**src/rtl/flash_status_map.svh**
```systemverilog
/*
 * Register offsets, field positions, reset values and limits of the
 * flash status register bank.
 * Assumes a 3-bit register address and 8-bit register data.
 */
`ifndef FLASH_STATUS_MAP_SVH
`define FLASH_STATUS_MAP_SVH

// register offsets on the software port
`define OFF_S1_LIVE 3'h0
`define OFF_S1_SAVED 3'h1
`define OFF_S2_LIVE 3'h2
`define OFF_CFG_ONE 3'h3
`define OFF_GUARD_OPT 3'h4

// status register one fields
`define S1_PFAIL 6
`define S1_EFAIL 5
`define S1_LBP_HI 4
`define S1_LBP_LO 2
`define S1_WEL 1
`define S1_BUSY 0

// status register two fields
`define S2_CRCS 4
`define S2_CRCA 3
`define S2_SERES 2
`define S2_ERSS 1
`define S2_PRGS 0

// config register one fields
`define CFG_GUARD_HI 6
`define CFG_GUARD_LO 2
`define CFG_TB 5
`define CFG_PLOCK 4
`define CFG_MASK 8'h74

// reset values
`define S1_SAVED_RST 3'h0
`define CFG_RST 8'h00
`define GOPT_RST 3'h7

// least span between crc start and end address
`define CRC_MIN_SPAN 3

`endif

```
**src/rtl/flash_status_pkg.sv**
```systemverilog
/*
 * Types shared by the flash status register bank.
 * Assumes the map header supplies all numeric constants.
 */
package flash_status_pkg;

	// transactions arriving from the link decoder
	typedef enum logic [2:0] {
		CMD_NONE,
		CMD_SET_WEL,
		CMD_RESET_WEL,
		CMD_CLR_FAIL,
		CMD_EVAL_ERASE,
		CMD_SOFT_RESET
	} link_cmd_t;

	// embedded operation kinds
	typedef enum logic [1:0] {
		OP_PROGRAM,
		OP_ERASE,
		OP_REG_WRITE,
		OP_CRC
	} op_kind_t;

	// embedded operation tracker
	typedef enum logic [1:0] {
		ST_IDLE,
		ST_RUN,
		ST_SUSPEND,
		ST_FAIL_HOLD
	} op_state_t;

endpackage

```
**src/rtl/sync2.sv**
```systemverilog
/*
 * Two flip-flop synchroniser for a group of pin levels.
 * Assumes each bit is a level that is stable for several clk_sys cycles.
 */
`timescale 1ns/100ps

module sync2 #(
	parameter int WIDTH = 1
) (
	input wire logic clk_sys, // system clock
	input wire logic rst_n, // async reset, active low
	input wire logic [WIDTH-1:0] d, // asynchronous levels
	output logic [WIDTH-1:0] q // synchronised levels
);

	logic [WIDTH-1:0] meta_r;

	// first stage feeds only the second stage
	always_ff @(posedge clk_sys or negedge rst_n) begin
		if (!rst_n) begin
			meta_r <= '0;
			q <= '0;
		end else begin
			meta_r <= d;
			q <= meta_r;
		end
	end

endmodule

```
**src/rtl/guard_decode.sv**
```systemverilog
/*
 * Legacy block guard decode: is a sector inside the guarded portion.
 * Assumes a power-of-two sector count of 2**SECT_W.
 */
`timescale 1ns/100ps

module guard_decode #(
	parameter int SECT_W = 9
) (
	input wire logic [2:0] guard_size, // legacy block guard size code
	input wire logic from_bottom, // 1 guards from the bottom
	input wire logic [SECT_W-1:0] sector, // sector under test
	output logic guarded // sector is guarded
);

	logic [SECT_W:0] all_sect;
	logic [SECT_W:0] span;
	logic [SECT_W:0] sect_ext;

	// 001 is one sixty-fourth, each step doubles, 111 is everything
	always_comb begin
		all_sect = {1'b1, {SECT_W{1'b0}}};
		sect_ext = {1'b0, sector};
		span = (guard_size == 3'h0) ? '0 : (all_sect >> (3'h7 - guard_size));
		if (from_bottom) begin
			guarded = (sect_ext < span);
		end else begin
			guarded = (sect_ext >= (all_sect - span));
		end
	end

endmodule

```
**src/rtl/flash_status_regs.sv**
```systemverilog
/*
 * Status registers one and two of a serial flash, with write latch,
 * failure flags, busy tracking, suspend and crc result flags.
 * Assumes a link decoder presenting transactions as levels sampled on
 * the link clock, and an embedded engine on clk_sys handshaking ops.
 */
`timescale 1ns/100ps
`include "flash_status_map.svh"

module flash_status_regs import flash_status_pkg::*; #(
	parameter int SECT_W = 9,
	parameter int ADDR_W = 32
) (
	input wire logic clk_sys, // system clock, 20 MHz
	input wire logic rst_n, // hardware reset, active low
	input wire logic [2:0] reg_addr, // register address
	input wire logic [7:0] reg_wdata, // register write data
	input wire logic reg_wr, // write strobe
	input wire logic reg_rd, // read strobe
	output logic [7:0] reg_rdata, // read data, cycle after strobe
	input wire logic link_clk, // link clock pin
	input wire logic link_cmd_valid, // transaction present on link
	input wire logic [2:0] link_cmd, // transaction code
	input wire logic op_start, // engine asks to start an op
	input wire logic [1:0] op_kind, // kind of op asked for
	input wire logic [SECT_W-1:0] op_sector, // target sector
	input wire logic [ADDR_W-1:0] crc_start_address, // crc first address
	input wire logic [ADDR_W-1:0] crc_end_address, // crc last address
	input wire logic op_done, // engine finished the op
	input wire logic op_fail, // finished op failed
	input wire logic op_suspend, // engine suspended the op
	input wire logic op_resume, // engine resumed the op
	input wire logic integrity_fail, // boot or config integrity failed
	input wire logic erase_ok, // addressed sector erased fully
	output logic op_go, // op accepted, one-cycle pulse
	output logic op_refused, // op refused, one-cycle pulse
	output logic device_busy_flag, // busy level
	output logic write_enable_latch // write latch level
);

	op_state_t state_r;
	op_kind_t cur_kind_r;
	logic program_fail_flag_r, erase_fail_flag_r, wel_r;
	logic [2:0] lbp_live_r, lbp_saved_r;
	logic [7:0] cfg_r;
	logic [2:0] gopt_r;
	logic crca_r, seres_r, lclk_prev_r, go_r, refused_r;
	logic [4:0] link_q;
	logic cmd_take, clr_fail, soft_rst, guarded;
	link_cmd_t cmd;
	op_kind_t kind_in;
	logic start_ok, start_guard, crc_abort, done_ok, done_bad;
	logic reg_wr_ok, cfg_guard_fail, lbp_write, pfail_set, efail_set;
	logic [ADDR_W:0] crc_floor;
	logic [7:0] status_one_live, status_one_saved, status_two_live;

	// link pins are synchronised together; code is stable around edges
	sync2 #(
		.WIDTH(5)
	) u_link_sync (
		.clk_sys(clk_sys),
		.rst_n(rst_n),
		.d({link_clk, link_cmd_valid, link_cmd}),
		.q(link_q)
	);

	// rising edge of the synchronised link clock
	always_ff @(posedge clk_sys or negedge rst_n) begin
		if (!rst_n) begin
			lclk_prev_r <= 1'b0;
		end else begin
			lclk_prev_r <= link_q[4];
		end
	end

	assign cmd_take = link_q[4] & ~lclk_prev_r & link_q[3];
	assign cmd = link_cmd_t'(link_q[2:0]);
	assign clr_fail = cmd_take & (cmd == CMD_CLR_FAIL);
	assign soft_rst = cmd_take & (cmd == CMD_SOFT_RESET);

	guard_decode #(
		.SECT_W(SECT_W)
	) u_guard (
		.guard_size(lbp_live_r),
		.from_bottom(cfg_r[`CFG_TB]),
		.sector(op_sector),
		.guarded(guarded)
	);

	// operation acceptance and completion events
	assign kind_in = op_kind_t'(op_kind);
	assign start_ok = op_start & (state_r == ST_IDLE) & (kind_in == OP_CRC | wel_r);
	assign start_guard = start_ok & guarded & (kind_in == OP_PROGRAM | kind_in == OP_ERASE);
	assign crc_floor = {1'b0, crc_start_address} + (ADDR_W+1)'(`CRC_MIN_SPAN);
	assign crc_abort = start_ok & (kind_in == OP_CRC) & ({1'b0, crc_end_address} < crc_floor);
	assign done_ok = (state_r == ST_RUN) & op_done & ~op_fail & ~integrity_fail;
	assign done_bad = (state_r == ST_RUN) & op_done & op_fail & (cur_kind_r != OP_CRC); // crc has no fail flag

	// software writes except to guard options execute only with the latch set and no op running
	assign reg_wr_ok = reg_wr & wel_r & (state_r == ST_IDLE);
	assign cfg_guard_fail = reg_wr_ok & (reg_addr == `OFF_CFG_ONE) & ~(gopt_r[2] & gopt_r[1])
		& (reg_wdata[`CFG_GUARD_HI:`CFG_GUARD_LO] != cfg_r[`CFG_GUARD_HI:`CFG_GUARD_LO]);
	assign lbp_write = reg_wr_ok & ~cfg_r[`CFG_PLOCK]
		& (reg_addr == `OFF_S1_LIVE | reg_addr == `OFF_S1_SAVED);

	// fail causes; integrity failure raises both flags
	assign pfail_set = (start_guard & kind_in == OP_PROGRAM) | (done_bad & cur_kind_r == OP_PROGRAM)
		| cfg_guard_fail | integrity_fail;
	assign efail_set = (start_guard & kind_in == OP_ERASE)
		| (done_bad & (cur_kind_r == OP_ERASE | cur_kind_r == OP_REG_WRITE))
		| integrity_fail;

	// operation tracker; a failed op stays busy until flags clear
	always_ff @(posedge clk_sys or negedge rst_n) begin
		if (!rst_n) begin
			state_r <= ST_IDLE;
		end else if (soft_rst) begin
			state_r <= ST_IDLE;
		end else begin
			case (state_r)
				ST_IDLE: begin
					if (start_guard | cfg_guard_fail | integrity_fail) begin
						state_r <= ST_FAIL_HOLD;
					end else if (start_ok & ~crc_abort) begin
						state_r <= ST_RUN;
					end
				end
				ST_RUN: begin
					if (done_bad | integrity_fail) begin
						state_r <= ST_FAIL_HOLD;
					end else if (op_done) begin
						state_r <= ST_IDLE;
					end else if (op_suspend & cur_kind_r != OP_REG_WRITE) begin
						state_r <= ST_SUSPEND;
					end
				end
				ST_SUSPEND: begin
					if (integrity_fail) begin
						state_r <= ST_FAIL_HOLD;
					end else if (op_resume) begin
						state_r <= ST_RUN;
					end
				end
				ST_FAIL_HOLD: begin
					if (clr_fail & ~integrity_fail) begin
						state_r <= ST_IDLE;
					end
				end
				default: begin
					state_r <= ST_IDLE;
				end
			endcase
		end
	end

	// kind of the op in flight and the start handshake pulses
	always_ff @(posedge clk_sys or negedge rst_n) begin
		if (!rst_n) begin
			cur_kind_r <= OP_PROGRAM;
			go_r <= 1'b0;
			refused_r <= 1'b0;
		end else begin
			if (start_ok) begin
				cur_kind_r <= kind_in;
			end
			go_r <= start_ok & ~start_guard & ~crc_abort & ~integrity_fail & ~soft_rst & ~cfg_guard_fail;
			refused_r <= op_start & ~start_ok;
		end
	end

	// sticky fail flags; a set in the clearing cycle wins
	always_ff @(posedge clk_sys or negedge rst_n) begin
		if (!rst_n) begin
			program_fail_flag_r <= 1'b0;
			erase_fail_flag_r <= 1'b0;
		end else if (soft_rst) begin
			program_fail_flag_r <= 1'b0;
			erase_fail_flag_r <= 1'b0;
		end else begin
			program_fail_flag_r <= pfail_set | (program_fail_flag_r & ~clr_fail);
			erase_fail_flag_r <= efail_set | (erase_fail_flag_r & ~clr_fail);
		end
	end

	// write latch: command sets, command or completion clears
	always_ff @(posedge clk_sys or negedge rst_n) begin
		if (!rst_n) begin
			wel_r <= 1'b0;
		end else if (soft_rst) begin
			wel_r <= 1'b0;
		end else if (cmd_take & cmd == CMD_SET_WEL) begin
			wel_r <= 1'b1;
		end else if (cmd_take & cmd == CMD_RESET_WEL) begin
			wel_r <= 1'b0;
		end else if ((done_ok & cur_kind_r != OP_CRC) | (reg_wr_ok & ~cfg_guard_fail
			& reg_addr != `OFF_S2_LIVE & reg_addr != `OFF_GUARD_OPT)) begin
			wel_r <= 1'b0;
		end
	end

	// guard size copies; software reset reloads live from saved
	always_ff @(posedge clk_sys or negedge rst_n) begin
		if (!rst_n) begin
			lbp_saved_r <= `S1_SAVED_RST;
			lbp_live_r <= `S1_SAVED_RST;
		end else if (soft_rst) begin
			lbp_live_r <= lbp_saved_r;
		end else if (lbp_write) begin
			lbp_live_r <= reg_wdata[`S1_LBP_HI:`S1_LBP_LO];
			if (reg_addr == `OFF_S1_SAVED) begin
				lbp_saved_r <= reg_wdata[`S1_LBP_HI:`S1_LBP_LO];
			end
		end
	end

	// config one: lock bit is one-way, locked fields frozen
	always_ff @(posedge clk_sys or negedge rst_n) begin
		if (!rst_n) begin
			cfg_r <= `CFG_RST;
		end else if (reg_wr_ok & ~cfg_guard_fail & reg_addr == `OFF_CFG_ONE & ~cfg_r[`CFG_PLOCK]) begin
			cfg_r <= reg_wdata & `CFG_MASK;
		end
	end

	// guard option bits need no latch; they only gate config writes
	always_ff @(posedge clk_sys or negedge rst_n) begin
		if (!rst_n) begin
			gopt_r <= `GOPT_RST;
		end else if (reg_wr & reg_addr == `OFF_GUARD_OPT) begin
			gopt_r <= reg_wdata[2:0];
		end
	end

	// crc abort flag: short range sets, next valid start clears
	always_ff @(posedge clk_sys or negedge rst_n) begin
		if (!rst_n) begin
			crca_r <= 1'b0;
		end else if (soft_rst) begin
			crca_r <= 1'b0;
		end else if (crc_abort) begin
			crca_r <= 1'b1;
		end else if (start_ok & kind_in == OP_CRC) begin
			crca_r <= 1'b0;
		end
	end

	// sector erase result loads on the evaluate command when idle
	always_ff @(posedge clk_sys or negedge rst_n) begin
		if (!rst_n) begin
			seres_r <= 1'b0;
		end else if (soft_rst) begin
			seres_r <= 1'b0;
		end else if (cmd_take & cmd == CMD_EVAL_ERASE & state_r == ST_IDLE) begin
			seres_r <= erase_ok;
		end
	end

	// live register images
	always_comb begin
		status_one_live = 8'h00;
		status_one_live[`S1_PFAIL] = program_fail_flag_r;
		status_one_live[`S1_EFAIL] = erase_fail_flag_r;
		status_one_live[`S1_LBP_HI:`S1_LBP_LO] = lbp_live_r;
		status_one_live[`S1_WEL] = wel_r;
		status_one_live[`S1_BUSY] = device_busy_flag;
		status_one_saved = 8'h00;
		status_one_saved[`S1_LBP_HI:`S1_LBP_LO] = lbp_saved_r;
		status_two_live = 8'h00;
		status_two_live[`S2_CRCS] = (state_r == ST_SUSPEND) & (cur_kind_r == OP_CRC);
		status_two_live[`S2_CRCA] = crca_r;
		status_two_live[`S2_SERES] = seres_r;
		status_two_live[`S2_ERSS] = (state_r == ST_SUSPEND) & (cur_kind_r == OP_ERASE);
		status_two_live[`S2_PRGS] = (state_r == ST_SUSPEND) & (cur_kind_r == OP_PROGRAM);
	end

	// read data stands one cycle after the strobe, zero otherwise
	always_ff @(posedge clk_sys or negedge rst_n) begin
		if (!rst_n) begin
			reg_rdata <= 8'h00;
		end else if (reg_rd) begin
			case (reg_addr)
				`OFF_S1_LIVE: reg_rdata <= status_one_live;
				`OFF_S1_SAVED: reg_rdata <= status_one_saved;
				`OFF_S2_LIVE: reg_rdata <= status_two_live;
				`OFF_CFG_ONE: reg_rdata <= cfg_r;
				`OFF_GUARD_OPT: reg_rdata <= {5'h00, gopt_r};
				default: reg_rdata <= 8'h00;
			endcase
		end else begin
			reg_rdata <= 8'h00;
		end
	end

	// suspended ops are not busy; a failed op is
	assign device_busy_flag = (state_r == ST_RUN) | (state_r == ST_FAIL_HOLD);
	assign write_enable_latch = wel_r;
	assign op_go = go_r;
	assign op_refused = refused_r;

	fail_keeps_busy_a: assert property (@(posedge clk_sys) disable iff (!rst_n)
		(program_fail_flag_r | erase_fail_flag_r) |-> device_busy_flag)
		else $error("fail flag set while not busy");

	efail_sticky_a: assert property (@(posedge clk_sys) disable iff (!rst_n)
		erase_fail_flag_r & ~clr_fail & ~soft_rst |=> erase_fail_flag_r)
		else $error("erase fail flag dropped without clear");

	no_standby_a: assert property (@(posedge clk_sys) disable iff (!rst_n)
		erase_fail_flag_r & ~clr_fail & ~soft_rst |=> state_r == ST_FAIL_HOLD)
		else $error("left fail hold with erase fail set");

	guarded_erase_a: assert property (@(posedge clk_sys) disable iff (!rst_n)
		start_ok & guarded & kind_in == OP_ERASE & ~soft_rst |=> erase_fail_flag_r & ~op_go)
		else $error("guarded erase not flagged");

	wel_set_a: assert property (@(posedge clk_sys) disable iff (!rst_n)
		cmd_take & cmd == CMD_SET_WEL |=> write_enable_latch)
		else $error("set latch command ignored");

	wel_done_a: assert property (@(posedge clk_sys) disable iff (!rst_n)
		done_ok & cur_kind_r != OP_CRC & ~(cmd_take & cmd == CMD_SET_WEL) |=> ~write_enable_latch)
		else $error("latch kept after completion");

	no_wel_refuse_a: assert property (@(posedge clk_sys) disable iff (!rst_n)
		op_start & ~wel_r & kind_in != OP_CRC |=> op_refused & ~op_go)
		else $error("op started without latch");

	lock_freeze_a: assert property (@(posedge clk_sys) disable iff (!rst_n)
		cfg_r[`CFG_PLOCK] & ~soft_rst |=> $stable(lbp_live_r) & $stable(lbp_saved_r))
		else $error("guard size changed while locked");

	crc_abort_a: assert property (@(posedge clk_sys) disable iff (!rst_n)
		crc_abort & ~soft_rst & ~integrity_fail & ~cfg_guard_fail |=> crca_r & ~device_busy_flag)
		else $error("short crc range not aborted");

	s2_reserved_a: assert property (@(posedge clk_sys) disable iff (!rst_n)
		reg_rd & reg_addr == `OFF_S2_LIVE |=> reg_rdata[7:5] == 3'h0)
		else $error("status two reserved bits set");

endmodule

```
**config.mk**
```make
export PLATFORM = sky130hd
export DESIGN_NAME = flash_status_regs
export DESIGN_NICKNAME = d
export VERILOG_FILES = /design/src/rtl/flash_status_pkg.sv /design/src/rtl/sync2.sv /design/src/rtl/guard_decode.sv /design/src/rtl/flash_status_regs.sv
export VERILOG_INCLUDE_DIRS = /design/src /design/src/rtl
export SDC_FILE = /design/constraint.sdc
export NUM_CORES = 1
export LEC_CHECK = 0
export ABC_AREA = 1
export BUFFER_PORTS_ARGS = -buffer_cell sky130_fd_sc_hd__buf_2
export CAP_MARGIN = 40
export CORE_UTILIZATION = 48
export DETAILED_ROUTE_END_ITERATION = 12
export PLACE_DENSITY = 0.79
export SYNTH_ARGS = -nofsm -noshare
export SYNTH_HDL_FRONTEND = slang
export SYNTH_SLANG_ARGS = --single-unit
```
**constraint.sdc**
```tcl
create_clock -name clk_sys -period 2.1 [get_ports clk_sys]
set_input_delay 0.105 -clock clk_sys [delete_from_list [all_inputs] [get_ports clk_sys]]
set_output_delay 0.105 -clock clk_sys [all_outputs]
set_load 0.005 [all_outputs]
```
==> results.toml <==
[worst_setup_path]
arrival_ns = 2.66
r2r_slack_ns = -0.34
cp_max_fo = 3
criticalPathCategory = "flip-flop to flip-flop"
cp-start-kind = "flip-flop"
cp.required_ns = 2.32
endpoint_kind = "flip-flop"

[run_status]
violations = "setup timing"
status = "finished, violations left"

[global_route]
overflow = 0
grt_max_degree = 28
grt_pass1_wl_microns = 18210
track_usage = 0.2706
antenna_found_initial = 1
grt_pass1_vias = 4356

[clocking]
cts_buffers = 5
cts_root_buffer = "clkbuf_8"
cts.clk_slew.worst_paths_ns = 0.09
clock_path_buffers = 2
worstSkewPairLatency_ns = 0.30
cts_tree = "done"
htree_levels = 2
clock_sinks = 42

[yosys]
yosysTopAreaCell = "dfrtp_1"
synth_top_family_by_area = "simple AND/OR/NAND/NOR gates"
synthSimpleGateAreaFrac = 0.3050
ys_seq_elements = 42
yosys_warnings = 0
synth_cell_types = 46
synthFlopType = "dfrtp_1"
synth_fp_nets = 680
synth_edf_count = 0
synthTopCellsByArea = "dfrtp_1, ha_1, nand2_1"
synth_top_area_frac = 0.2567
synth.area.mux_share = 0.01185
synth_compound_area_frac = 0.1037
syn_inst = 530
synth.avg_cell_area_sq_um = 7.174
synth_xor_area_frac = 0.07141
synth_area_sq_um = 3802
yosysSeqAreaShare = 0.2774
synth_most_common_cell = "nand2_1"
synthAdderAreaFrac = 0.1579
synth_common_cells = "nand2_1, inv_1, nor2_1"
async_flop_share = 1.000

[drt]
drt_iter0_markers = 193
num_vias = 4447
viasPerCell = 5.263
dr.pass1.iters = 6
wl_microns = 11300
drcViolationCount = 0
detail_route.wl_per_cell_microns = 13.37
postRouteAntennaNets = 0

[sta]
timing.final.crit_share = 1.161
finalHoldViolations = 0
fmax_mhz = 410.3
finClkSkew_ns = 0.01466
tightest_slew_ns = 0.6561
fin_crit_ns = 2.438
setup_slack_ns = -0.3375
slew_headroom = 0.5593
rsz0062_at_grt = "yes"
maxSlewViolCount = 0
tns_ns = -1.588
setup_viol = 6
fin_hold_ws_ns = 0.01958

[cells_and_area]
n_fill_cell = 607
drive_gt1_frac = 0.3720
final_cell_count_no_fill = 845
multi_input_area_sq_um = 2693
regArea_sq_um = 1057
finish.utilization = 0.7301
fin_nets = 891
syn2layout_area_growth_pct = 47.61

[pwr]
power_density_nw_per_um2 = 568.6
leakage_nw = 2.919
switching_share = 0.3665
p_int_mw = 2.022
combPwrFrac = 0.467
p_seq_frac = 0.324
switchingPower_mw = 1.170
ir_worst_vdd_uv = 299.0
p_clk_frac = 0.208

[floorplan]
std_cell_rows = 32
die_w_microns = 91.01
die_y_microns = 91.01
ios = 114
initial_core_util = 0.4946
core_area_sq_um = 7687
die_area_sq_um = 8282

[worst_hold_path]
hold_class = "input pin to flip-flop"

[placed_design]
gp_congestion = 0.9336
hpwl_microns = 9009
pre_cts_ws_ns = -0.7770
dp.cells = 815
port_buffers = 109

[job]
max-cap-violations = 0
sequential cells by signal, summed over array words and instances, names as in the netlist, 2 cells and up:
signal / flops
state_r: 2
u_link_sync.q: 5
gopt_r: 3
reg_rdata: 7
u_link_sync.meta_r: 5
lbp_live_r: 3
cfg_r: 4
cur_kind_r: 2
lbp_saved_r: 3
layout by cell type, fill, tap and decap left out, types with 10 or more instances in the layout:
master   count
a21oi_1     22
buf_2      107
buf_4       88
dfrtp_1     37
ha_1        44
inv_1       58
nand2_1    124
nand3_1     29
nor2_1      48
nor2_2      10
o21ai_0     14
xor2_1      23
critical path, stage by stage, from the launching register on:
cell	delay [ns]
dfrtp_1	0.38
inv_2	0.07
nor2_4	0.12
nand2_2	0.08
ha_4	0.19
buf_6	0.12
a22oi_2	0.16
ha_1	0.27
nand2_1	0.07
inv_1	0.04
nand2_1	0.06
nand2_1	0.06
nand2_1	0.05
nand2_1	0.06
nand2_1	0.06
nand2_1	0.06
nand2_2	0.11
nand2_4	0.07
nand2_4	0.07
nand3_2	0.09
a21oi_2	0.14
worst paths after layout:
kind                                            startpoint                          to  cells past startpoint
max                              lbp_live_r[1]$_DFFE_PN0P_      state_r[1]$_DFFE_PN0P_                     20
min                                           reg_wdata[3]   lbp_live_r[1]$_DFFE_PN0P_                      3
max reg2reg                      lbp_live_r[1]$_DFFE_PN0P_      state_r[1]$_DFFE_PN0P_                     20
min reg2reg                u_link_sync.meta_r[3]$_DFF_PN0_  u_link_sync.q[3]$_DFF_PN0_                      0
max in group asynchronous                            rst_n      state_r[0]$_DFFE_PN0P_                      3
min in group asynchronous                            rst_n  lbp_saved_r[1]$_DFFE_PN0P_                      2
what timing repair did:
| item | 4_1_cts | 5_1_grt |
|---|---|---|
| setup buffers | 7 | 8 |
| pin swaps | 15 | 14 |
| hold buffers | 6 | 0 |
| gates resized for setup | 26 | 32 |
| hold endpoints to repair | 17 | 0 |
| setup endpoints to repair | 6 | 6 |
power groups by stage:
stage               combinational, mW  clock, mW  sequential, mW
finish                           1.49      0.665            1.04
global route                     1.67      0.706            1.05
CTS                              1.34      0.666            1.03
detailed placement               1.24          0            1.04
global placement                 1.17          0            1.04
floorplan                       0.715          0            1.03
layout make-up:
cell class | instances | share of cell area
diodes | 1 | 0.0004458
clock buffers | 7 | 0.01538
clock inverters | 1 | 0.005350
inverters | 67 | 0.04837
multi-input cells | 418 | 0.4797
flip-flops and latches | 42 | 0.1884
well taps | 102 | 0.02274
repair buffers | 207 | 0.2396
routing by layer:
metal | wire length, microns | GRT usage | part of all wire | vias to the layer above
met5 | 0 | 0 | 0 | -
met2 | 5875 | 0.4943 | 0.52 | 157
met3 | 573 | 0.04606 | 0.051 | 36
li1 | - | - | - | 2176
met1 | 4492 | 0.3122 | 0.40 | 2078
met4 | 359 | 0.1085 | 0.032 | 0
metrics by stage:
step | total power [mW] | area [sq um]
floorplan | 1.742 | 3855
global placement | 2.209 | 5077
detailed placement | 2.278 | 5097
CTS | 3.037 | 5418
global route | 3.427 | 5613
finish | 3.192 | 5613
logic make-up after synthesis:
kind of cell / after synthesis
simple gates: 266
compound gates: 68
mux: 4
fa+ha+maj: 48
buf+inv: 70
xor+xnor: 31
flops: 42
other cells: 1
Note: power is estimated with default switching activity, not from simulation.
